## src/ext_bus_pkg.sv

```systemverilog
package ext_bus_pkg;
    // Address map
    localparam logic [15:0] ROM_LAST = 16'h3fff;
    localparam logic [15:0] RAM_FIRST = 16'h4000;
    localparam logic [15:0] RAM_LAST = 16'hbfff;
    localparam logic [15:0] PERIPH_FIRST = 16'hc000;
    localparam logic [15:0] SIZE_STEP = 16'h1000;
    localparam int WINDOW_MSB = 13;
    localparam int WINDOW_LSB = 12;
    localparam int LOW_LINES = 4;
    localparam int PERIPH_COUNT = 4;

    // Timing
    localparam int CLK_HZ = 40_000_000;
    localparam int BAUD_RATE = 1200;
    localparam int BIT_CYCLES_DEF = CLK_HZ / BAUD_RATE;
    localparam int RESET_HOLD_US = 1000;
    localparam int HOLD_CYCLES_DEF = (CLK_HZ / 1_000_000) * RESET_HOLD_US;
    localparam logic [1:0] ACC_LAST = 2'h3;
    localparam logic [1:0] ACC_WRITE_LAST = 2'h1;
    localparam logic [1:0] ACC_READ_WAIT = 2'h1;

    // Boot sequencer data
    localparam logic [7:0] PROBE_BYTE = 8'ha5;
    localparam logic [7:0] FW_REV = 8'h01; // Arbitrary revision value
    localparam logic [7:0] PASS_BYTE = 8'h50;
    localparam logic [7:0] FAIL_BYTE = 8'h46;
    localparam logic [7:0] END_BYTE = 8'h0d;
    localparam logic [3:0] BANNER_LAST = 4'h8;
    localparam logic [1:0] PATTERN_LAST = 2'h3;

    typedef enum logic [3:0] {
        BOOT_INIT,
        BOOT_SIZE,
        BOOT_LISTEN,
        BOOT_BANNER,
        BOOT_TEST_WR,
        BOOT_TEST_RD,
        BOOT_REPORT,
        BOOT_DONE
    } boot_state_type;
endpackage

```

## src/external_bus_address_decoder.sv

```systemverilog
module external_bus_address_decoder import ext_bus_pkg::*; #(
    parameter int BIT_CYCLES = BIT_CYCLES_DEF,
    parameter int HOLD_CYCLES = HOLD_CYCLES_DEF
) (
    // Clock, reset, button
    input wire logic sys_clk,
    input wire logic rstn,
    input wire logic buttonN,
    // Controller bus
    input wire logic [7:0] ctrlAdIn,
    input wire logic ctrlAle,
    input wire logic [7:0] ctrlUpper,
    input wire logic ctrlWrN,
    input wire logic ctrlRdN,
    input wire logic [7:0] ctrlSpareIn,
    output logic [7:0] ctrlRdData,
    // Memory side
    output logic [15:0] memAddr,
    output logic romEnN,
    output logic ramEnN,
    output logic memWrN,
    output logic memRdN,
    output logic [7:0] memDataOut,
    output logic memDataOeN,
    input wire logic [7:0] memDataIn,
    // Expansion connector
    output logic periphSelectZeroN,
    output logic periphSelectOneN,
    output logic periphSelectTwoN,
    output logic periphSelectThreeN,
    output logic [3:0] lowBusLines,
    output logic [7:0] connectorDataLines,
    output logic connectorDataOeN,
    input wire logic [7:0] connectorDataIn,
    output logic connRdN,
    output logic connWrN,
    output logic [7:0] spareIoPort,
    // Serial link
    input wire logic rxd,
    output logic txd,
    // Boot status
    output logic bootDone,
    output logic ramTestFail
);
    boot_state_type state;
    logic sysRstN;
    logic [7:0] lowAddr;
    logic [15:0] busAddr;
    logic busWrN;
    logic busRdN;
    logic [7:0] busWrData;
    logic [15:0] seqAddr;
    logic seqWrN;
    logic seqRdN;
    logic [7:0] seqWrData;
    logic [15:0] ramTop;
    logic [1:0] phase;
    logic [1:0] patIdx;
    logic [3:0] bannerIdx;
    logic passFail;
    logic txStart;
    logic [7:0] txByte;
    logic txBusy;
    logic rxValid;
    logic [3:0] selN;
    logic romHit;
    logic ramHit;
    logic periphHit;

    function automatic logic [7:0] patternOf(input logic [1:0] idx);
        case (idx)
            2'h0: patternOf = 8'h00;
            2'h1: patternOf = 8'hff;
            2'h2: patternOf = 8'h55;
            default: patternOf = 8'haa;
        endcase
    endfunction

    function automatic logic [7:0] bannerOf(input logic [3:0] idx, input logic [15:0] top);
        case (idx)
            4'h0: bannerOf = 8'h55;
            4'h1: bannerOf = 8'h43;
            4'h2: bannerOf = 8'h4d;
            4'h3: bannerOf = FW_REV;
            4'h4: bannerOf = RAM_FIRST[15:8];
            4'h5: bannerOf = RAM_FIRST[7:0];
            4'h6: bannerOf = top[15:8];
            4'h7: bannerOf = top[7:0];
            default: bannerOf = END_BYTE;
        endcase
    endfunction

    reset_supervisor #(
        .HOLD_CYCLES(HOLD_CYCLES)
    ) u_supervisor (
        .sys_clk(sys_clk),
        .rstn(rstn),
        .buttonN(buttonN),
        .sysRstN(sysRstN)
    );

    uart_link #(
        .BIT_CYCLES(BIT_CYCLES)
    ) u_uart (
        .sys_clk(sys_clk),
        .rstn(rstn),
        .txStart(txStart),
        .txByte(txByte),
        .txBusy(txBusy),
        .txd(txd),
        .rxd(rxd),
        .rxValid(rxValid),
        .rxByte()
    );

    // Low address byte captured while the latch strobe is high
    always_ff @(posedge sys_clk or negedge rstn) begin
        if (!rstn) begin
            lowAddr <= '0;
        end else if (ctrlAle) begin
            lowAddr <= ctrlAdIn;
        end
    end

    // Boot logic owns the bus until it has finished
    always_comb begin
        if (bootDone) begin
            busAddr = {ctrlUpper, lowAddr};
            busWrN = ctrlWrN;
            busRdN = ctrlRdN;
            busWrData = ctrlAdIn;
        end else begin
            busAddr = seqAddr;
            busWrN = seqWrN;
            busRdN = seqRdN;
            busWrData = seqWrData;
        end
    end

    assign romHit = (busAddr <= ROM_LAST);
    assign ramHit = (busAddr >= RAM_FIRST) && (busAddr <= RAM_LAST);
    assign periphHit = (busAddr >= PERIPH_FIRST);

    // Address ranges are disjoint, so one enable at most is low
    always_ff @(posedge sys_clk or negedge rstn) begin
        if (!rstn) begin
            romEnN <= 1'b1;
            ramEnN <= 1'b1;
            selN <= '1;
        end else begin
            romEnN <= !romHit;
            ramEnN <= !ramHit;
            for (int i = 0; i < PERIPH_COUNT; i++) begin
                selN[i] <= !(periphHit &&
                    busAddr[WINDOW_MSB:WINDOW_LSB] == 2'(i));
            end
        end
    end

    assign periphSelectZeroN = selN[0];
    assign periphSelectOneN = selN[1];
    assign periphSelectTwoN = selN[2];
    assign periphSelectThreeN = selN[3];

    // Address, strobes and data toward memory and connector
    always_ff @(posedge sys_clk or negedge rstn) begin
        if (!rstn) begin
            memAddr <= '0;
            memWrN <= 1'b1;
            memRdN <= 1'b1;
            memDataOut <= '0;
            memDataOeN <= 1'b1;
            lowBusLines <= '0;
            connectorDataLines <= '0;
            connectorDataOeN <= 1'b1;
            connRdN <= 1'b1;
            connWrN <= 1'b1;
        end else begin
            memAddr <= busAddr;
            memWrN <= busWrN;
            memRdN <= busRdN;
            memDataOut <= busWrData;
            memDataOeN <= !(!busWrN && ramHit);
            lowBusLines <= busAddr[LOW_LINES-1:0];
            connectorDataLines <= busWrData;
            connectorDataOeN <= busWrN;
            connRdN <= busRdN;
            connWrN <= busWrN;
        end
    end

    // Read data back to the controller
    always_ff @(posedge sys_clk or negedge rstn) begin
        if (!rstn) begin
            ctrlRdData <= '0;
        end else if (!connRdN) begin
            ctrlRdData <= (selN != '1) ? connectorDataIn : memDataIn;
        end
    end

    always_ff @(posedge sys_clk or negedge rstn) begin
        if (!rstn) begin
            spareIoPort <= '0;
        end else begin
            spareIoPort <= ctrlSpareIn;
        end
    end

    always_ff @(posedge sys_clk or negedge rstn) begin
        if (!rstn) begin
            bootDone <= 1'b0;
        end else begin
            bootDone <= (state == BOOT_DONE);
        end
    end

    // Boot sequence, restarted by supervisor reset
    always_ff @(posedge sys_clk or negedge rstn) begin
        if (!rstn) begin
            state <= BOOT_INIT;
            seqAddr <= RAM_FIRST;
            seqWrN <= 1'b1;
            seqRdN <= 1'b1;
            seqWrData <= '0;
            ramTop <= RAM_FIRST;
            phase <= '0;
            patIdx <= '0;
            bannerIdx <= '0;
            passFail <= 1'b0;
            txStart <= 1'b0;
            txByte <= '0;
            ramTestFail <= 1'b0;
        end else if (!sysRstN) begin
            state <= BOOT_INIT;
            seqAddr <= RAM_FIRST;
            seqWrN <= 1'b1;
            seqRdN <= 1'b1;
            phase <= '0;
            txStart <= 1'b0;
            ramTestFail <= 1'b0;
        end else begin
            txStart <= 1'b0;
            case (state)
                BOOT_INIT: begin
                    seqAddr <= RAM_FIRST;
                    ramTop <= RAM_FIRST;
                    phase <= '0;
                    state <= BOOT_SIZE;
                end
                BOOT_SIZE: begin
                    phase <= phase + 2'h1;
                    seqWrData <= PROBE_BYTE;
                    seqWrN <= (phase != '0);
                    seqRdN <= !(phase == ACC_WRITE_LAST || phase == ACC_LAST - 2'h1);
                    if (phase == ACC_LAST) begin
                        seqRdN <= 1'b1;
                        if (memDataIn == PROBE_BYTE) begin
                            ramTop <= seqAddr + SIZE_STEP - 16'h0001;
                            if (seqAddr == RAM_LAST - SIZE_STEP + 16'h0001) begin
                                state <= BOOT_LISTEN;
                            end else begin
                                seqAddr <= seqAddr + SIZE_STEP;
                            end
                        end else begin
                            state <= BOOT_LISTEN;
                        end
                    end
                end
                BOOT_LISTEN: begin
                    bannerIdx <= '0;
                    if (rxValid) begin
                        state <= BOOT_BANNER;
                    end
                end
                BOOT_BANNER: begin
                    if (!txBusy && !txStart) begin
                        txStart <= 1'b1;
                        txByte <= bannerOf(bannerIdx, ramTop);
                        bannerIdx <= bannerIdx + 4'h1;
                        if (bannerIdx == BANNER_LAST) begin
                            state <= BOOT_TEST_WR;
                            seqAddr <= RAM_FIRST;
                            patIdx <= '0;
                            passFail <= 1'b0;
                            phase <= '0;
                        end
                    end
                end
                BOOT_TEST_WR: begin
                    seqWrData <= patternOf(patIdx);
                    seqWrN <= (phase != '0);
                    phase <= (phase == ACC_WRITE_LAST) ? 2'h0 : phase + 2'h1;
                    if (phase == ACC_WRITE_LAST) begin
                        if (seqAddr == ramTop) begin
                            seqAddr <= RAM_FIRST;
                            state <= BOOT_TEST_RD;
                        end else begin
                            seqAddr <= seqAddr + 16'h0001;
                        end
                    end
                end
                BOOT_TEST_RD: begin
                    seqRdN <= (phase > ACC_READ_WAIT);
                    phase <= (phase == ACC_LAST - 2'h1) ? 2'h0 : phase + 2'h1;
                    if (phase == ACC_LAST - 2'h1) begin
                        if (memDataIn != patternOf(patIdx)) begin
                            passFail <= 1'b1;
                        end
                        if (seqAddr == ramTop) begin
                            state <= BOOT_REPORT;
                        end else begin
                            seqAddr <= seqAddr + 16'h0001;
                        end
                    end
                end
                BOOT_REPORT: begin
                    seqRdN <= 1'b1;
                    if (!txBusy && !txStart) begin
                        txStart <= 1'b1;
                        txByte <= passFail ? FAIL_BYTE : PASS_BYTE;
                        ramTestFail <= ramTestFail | passFail;
                        passFail <= 1'b0;
                        seqAddr <= RAM_FIRST;
                        phase <= '0;
                        if (patIdx == PATTERN_LAST) begin
                            state <= BOOT_DONE;
                        end else begin
                            patIdx <= patIdx + 2'h1;
                            state <= BOOT_TEST_WR;
                        end
                    end
                end
                BOOT_DONE: begin
                    seqWrN <= 1'b1;
                    seqRdN <= 1'b1;
                end
                default: begin
                    state <= BOOT_INIT;
                end
            endcase
        end
    end
endmodule // external_bus_address_decoder

```

## src/reset_supervisor.sv

```systemverilog
module reset_supervisor import ext_bus_pkg::*; #(
    parameter int HOLD_CYCLES = HOLD_CYCLES_DEF
) (
    // Clock and power-on reset
    input wire logic sys_clk,
    input wire logic rstn,
    // Manual button, low while pressed
    input wire logic buttonN,
    // Reset to the boot logic
    output logic sysRstN
);
    localparam int CW = $clog2(HOLD_CYCLES + 1);
    localparam logic [CW-1:0] HOLD_LAST = CW'(HOLD_CYCLES - 1);

    logic [CW-1:0] holdCount;

    // Power-up and every press start a fresh hold; no watchdog source exists
    always_ff @(posedge sys_clk or negedge rstn) begin
        if (!rstn) begin
            holdCount <= '0;
            sysRstN <= 1'b0;
        end else if (!buttonN) begin
            holdCount <= '0;
            sysRstN <= 1'b0;
        end else if (holdCount == HOLD_LAST) begin
            sysRstN <= 1'b1;
        end else begin
            holdCount <= holdCount + CW'(1);
        end
    end
endmodule // reset_supervisor

```

## src/uart_link.sv

```systemverilog
module uart_link import ext_bus_pkg::*; #(
    parameter int BIT_CYCLES = BIT_CYCLES_DEF
) (
    // Clock and reset
    input wire logic sys_clk,
    input wire logic rstn,
    // Transmit side
    input wire logic txStart,
    input wire logic [7:0] txByte,
    output logic txBusy,
    output logic txd,
    // Receive side
    input wire logic rxd,
    output logic rxValid,
    output logic [7:0] rxByte
);
    localparam int CW = $clog2(BIT_CYCLES + 1);
    localparam logic [CW-1:0] BIT_LAST = CW'(BIT_CYCLES - 1);
    localparam logic [CW-1:0] HALF_LAST = CW'(BIT_CYCLES / 2);
    localparam logic [3:0] FRAME_LAST = 4'h9;

    logic [CW-1:0] txDiv;
    logic [3:0] txCount;
    logic [9:0] txShift;
    logic [CW-1:0] rxDiv;
    logic [3:0] rxCount;
    logic [8:0] rxShift;
    logic rxActive;
    logic txTick;

    assign txTick = (txDiv == BIT_LAST);

    // Bit-rate enable for the transmitter
    always_ff @(posedge sys_clk or negedge rstn) begin
        if (!rstn) begin
            txDiv <= '0;
        end else if (!txBusy || txTick) begin
            txDiv <= '0;
        end else begin
            txDiv <= txDiv + CW'(1);
        end
    end

    // Start bit, eight data bits LSB first, stop bit
    always_ff @(posedge sys_clk or negedge rstn) begin
        if (!rstn) begin
            txBusy <= 1'b0;
            txShift <= '1;
            txCount <= '0;
            txd <= 1'b1;
        end else if (!txBusy) begin
            if (txStart) begin
                txBusy <= 1'b1;
                txShift <= {1'b1, txByte, 1'b0};
                txCount <= '0;
                txd <= 1'b0;
            end
        end else if (txTick) begin
            if (txCount == FRAME_LAST) begin
                txBusy <= 1'b0;
                txd <= 1'b1;
            end else begin
                txShift <= {1'b1, txShift[9:1]};
                txd <= txShift[1];
                txCount <= txCount + 4'h1;
            end
        end
    end

    // Receiver samples mid-bit after a falling start edge
    always_ff @(posedge sys_clk or negedge rstn) begin
        if (!rstn) begin
            rxActive <= 1'b0;
            rxDiv <= '0;
            rxCount <= '0;
            rxShift <= '0;
            rxValid <= 1'b0;
            rxByte <= '0;
        end else begin
            rxValid <= 1'b0;
            if (!rxActive) begin
                if (!rxd) begin
                    rxActive <= 1'b1;
                    rxDiv <= BIT_LAST - HALF_LAST;
                    rxCount <= '0;
                end
            end else if (rxDiv == BIT_LAST) begin
                rxDiv <= '0;
                rxShift <= {rxd, rxShift[8:1]};
                rxCount <= rxCount + 4'h1;
                if (rxCount == 4'h0 && rxd) begin
                    rxActive <= 1'b0;
                end else if (rxCount == FRAME_LAST) begin
                    rxActive <= 1'b0;
                    rxValid <= rxd;
                    rxByte <= rxShift[8:1];
                end
            end else begin
                rxDiv <= rxDiv + CW'(1);
            end
        end
    end
endmodule // uart_link

```

## config.mk

```make
export PLATFORM = sky130hd
export DESIGN_NAME = external_bus_address_decoder
export DESIGN_NICKNAME = d
export VERILOG_FILES = /design/src/ext_bus_pkg.sv /design/src/external_bus_address_decoder.sv /design/src/reset_supervisor.sv /design/src/uart_link.sv
export SDC_FILE = /design/constraint.sdc
export NUM_CORES = 1
export LEC_CHECK = 0
export ABC_CLOCK_PERIOD_IN_PS = 4900
export BUFFER_PORTS_ARGS = -buffer_cell sky130_fd_sc_hd__buf_4
export CORE_ASPECT_RATIO = 0.9
export CORE_MARGIN = 3
export CORE_UTILIZATION = 29
export CTS_CLUSTER_SIZE = 25
export DETAILED_ROUTE_END_ITERATION = 8
export GPL_TIMING_DRIVEN = 0
export PLACE_DENSITY = 0.52
export SYNTH_ARGS = -nofsm -noshare
export SYNTH_HDL_FRONTEND = slang
export SYNTH_SLANG_ARGS = --single-unit
```

## constraint.sdc

```tcl
create_clock -name sys_clk -period 4.9 [get_ports sys_clk]
set_input_delay 0.49 -clock sys_clk [delete_from_list [all_inputs] [get_ports sys_clk]]
set_output_delay 0.49 -clock sys_clk [all_outputs]
set_load 0.02 [all_outputs]
```

==> metrics.md <==
| Metric | Value |
|---|---|
| Top achievable clock speed | `341 MHz` |
| DRC violation count after routing | `0` |
| Data required, critical path | `5270 ps` |
| TritonCTS clock tree | `built` |
| Area growth from synthesis to layout | `20.1%` |
| Initial DRT Pass Iterations | `5` |
| FF-to-FF Start | `seqAddr[14]` |
| Filler instances | `3423` |
| Share of the yosys chip area belonging to registers | `48.1%` |
| Effective utilization at floorplan | `29.6%` |
| Final GP Congestion | `0.828` |
| Vias in the first global route | `7690` |
| CP arrival | `3300 ps` |
| Final antenna diode count | `0` |
| Worst vdd ir | `0.211 mV` |
| Hold bufs inserted after CTS | `0` |
| Number of vias after detailed routing | `7856` |
| Status | `finished, final reports clean` |
| Number of max-slew violations in the final report | `0` |
| Share of the cycle needed by the critical path after routing | `59.8%` |
| Primary flip-flop cell chosen by synthesis mapping | `dfrtp_1` |
| Clock latency at the later pin of the worst-skew pair | `440 ps` |
| Yosys warning total | `0` |
| # H-tree levels | `4` |
| Min Clock Period, post-route | `2930 ps` |
| Slew margin rel. | `31.7%` |
| Slew @ Worst Pin | `1020 ps` |
| Clock slew at reported path FFs | `80 ps` |
| Number of rows in the core area | `63` |
| Worst min path class | `input port to async pin` |
| Type of the worst setup path | `flip-flop to flip-flop` |
| Share of the core filled with cells in the final layout | `35.5%` |
| Core Box Area | `33100 um^2` |
| Number of vias per cell | `4.95` |
| Fin. Hold Viols | `0` |
| Global-route wire length before repair | `41.2 mm` |
| Number of nets produced by synthesis | `1096` |
| Violation count after the first detailed-route iteration | `661` |
| Final Net Count | `1228` |
| Die X-Extent | `200 um` |
| Clk root buf | `clkbuf_16` |
| Wire length per cell | `15.5 um` |
| Overall die area | `36000 um^2` |
| Synthesis-stage register bit count | `187` |
| Number of primary I/O pins | `114` |
| Most area-consuming cells after synthesis | `dfrtp_1 42%, dfstp_2 5.9%, nand2_1 4.8%` |
| Cell type with the highest aggregate area in the netlist | `dfrtp_1` |
| Number of enable flip-flop cells after synthesis | `0` |
| Number of buffers added for setup after CTS | `0` |
| Height of the chip | `180 um` |
| Mean cell area of the mapped netlist | `9.60 um^2` |
| Number of distinct standard cells referenced by the synthesized netlist | `72` |
| Post-detail-place hpwl | `17.9 mm` |
| Syn Inst Count | `1019` |
| Maximum number of pins on one net before global-route repair | `105` |
| Max-cap violations | `0` |
| Cell Area, Synth | `9780 um^2` |
| Leakage dissipation | `5.10 nW` |
| Resize count post-CTS | `0` |
| Setup-failing EPs final | `0` |
| Buffers from clock root to sink, at most | `2` |
| Sort of element at the end of the critical path | `flip-flop` |
| Setup repair after global routing missed its margin | `false` |
| Fraction of registers with async set/reset | `100%` |
| Number of buffers created by CTS | `17` |
| Layout Skew | `17.1 ps` |
| Share of post-route cells with drive strength above 1 | `19.9%` |
| Share of Yosys cell area claimed by the top area cell type | `42.2%` |
| Worst setup SP type | `flip-flop` |
| Total track usage | `14.1%` |
| Total Wirelength | `24.6 mm` |
| Port Buf Inserts | `112` |
| Global-route congestion overflow total | `0` |
| Post-route setup TNS | `0 ps` |
| Initial antenna violation count | `0` |
| Number of clock sinks | `187` |
| Post-detailed-route count of antenna-violating nets | `0` |
| Largest fanout of any net on the critical path | `10` |
| PwrDens | `283 nW/um^2` |
| Startpoint of the most critical setup path | `seqAddr[14]` |
==> report_power, final <==
group	internal (mW)	switching (mW)
sequential	1.63	0.0770
combinational	0.124	0.148
clock	0.672	0.675
==> per-layer routing <==
| layer | part of all wire, % | routed length [um] | up-vias | global-route usage (%) |
|---|---|---|---|---|
| li1 | - | - | 3821 | - |
| met1 | 50 | 12400 | 3833 | 21.3 |
| met2 | 44 | 10700 | 172 | 20.7 |
| met4 | 1.7 | 421 | 0 | 4.24 |
| met3 | 4.2 | 1040 | 30 | 2.17 |
| met5 | 0 | 0 | - | 0 |
==> area by class of cell <==
class,instances,area (um^2),share of cell area [%]
multi-input combinational,720,4570,38.9
sequential,187,4710,40.1
buffer,68,339,2.89
clock buffer,18,429,3.65
tap,422,528,4.50
inverter,44,165,1.41
clock inverter,14,129,1.10
timing repair buffer,113,876,7.46
==> path summary, 6_finish.rpt <==
kind                                              end  slack, ps  cells after the start
worst max-delay path                       seqAddr[9]       1970                      8
worst min-delay path            connectorDataLines[0]          8                      1
worst max register to register             seqAddr[9]       1970                      8
worst min register to register              txByte[4]        490                      2
max in group asynchronous             u_uart.rxDiv[1]       3900                      2
min in group sys_clk                   spareIoPort[6]        160                      1
==> through the flow <==
stage               hold slack, ps  worst slack [ps]  std cells  power, mW  cell area [um^2]
floorplan                      194              2720       1019       1.88              9780
global placement               470              1990       1553       2.00             11200
detailed placement             478              2040       1554       2.01             11200
CTS                           52.5              2010       1586       3.37             11700
global route                  62.2              1820       1586       3.48             11700
finish                        7.89              1970       1586       3.32             11700
==> cells in the mapped netlist (22+ instances only) <==
master and n:
a21oi_1 44, clkbuf_1 37, dfrtp_1 165, dfstp_2 22, ha_1 30, inv_1 43, nand2_1 124, nand3_1 38
nand4_1 23, nor2_1 79, o21ai_0 81, xnor2_1 38, xor2_1 26
==> worst max-delay path: stages, from the launching register on <==
cell	delay, ps
dfstp_2	520
clkbuf_1	350
xnor2_1	170
nand4_1	180
nor4_4	580
a22o_1	430
buf_2	300
o21bai_1	150
a22o_1	170
==> sequential cells by signal (all words and copies together), names as in the netlist, 13 cells and up <==
name,count
seqAddr,16
u_supervisor.holdCount,16
u_uart.txDiv,16
ramTop,16
memAddr,13
u_uart.rxDiv,16
==> layout by cell type, fill, tap and decap left out, drive strengths merged, types with 9 or more instances in the layout <==
cell,netlist,layout
o21ai,83,83
nand3b,13,13
clkbuf,37,55
a21oi,44,44
nor4,12,12
xor2,26,26
and3,10,10
nand2,124,124
dfstp,22,22
nand2b,13,13
mux2i,14,14
dfrtp,165,165
nand4,23,23
xnor2,38,38
o31ai,20,20
buf,31,144
mux2,18,18
nor2,79,79
nand3,38,38
a22oi,9,9
nor3,19,19
ha,30,30
inv,43,51
==> kinds of logic (layout without fill, tap and decap cells) <==
logic type,Yosys count,count (layout),synth area share (%)
AOI/OAI and AO/OA,218,218,14.3
xor gates and xnor gates,64,64,5.73
adders and majority gates,30,30,3.84
buffers and inverters,112,257,5.15
DFF,187,187,48.1
muxes,32,32,3.50
and+or+nand+nor,376,376,19.4
No activity file was read; power rests on OpenSTA's default activity.
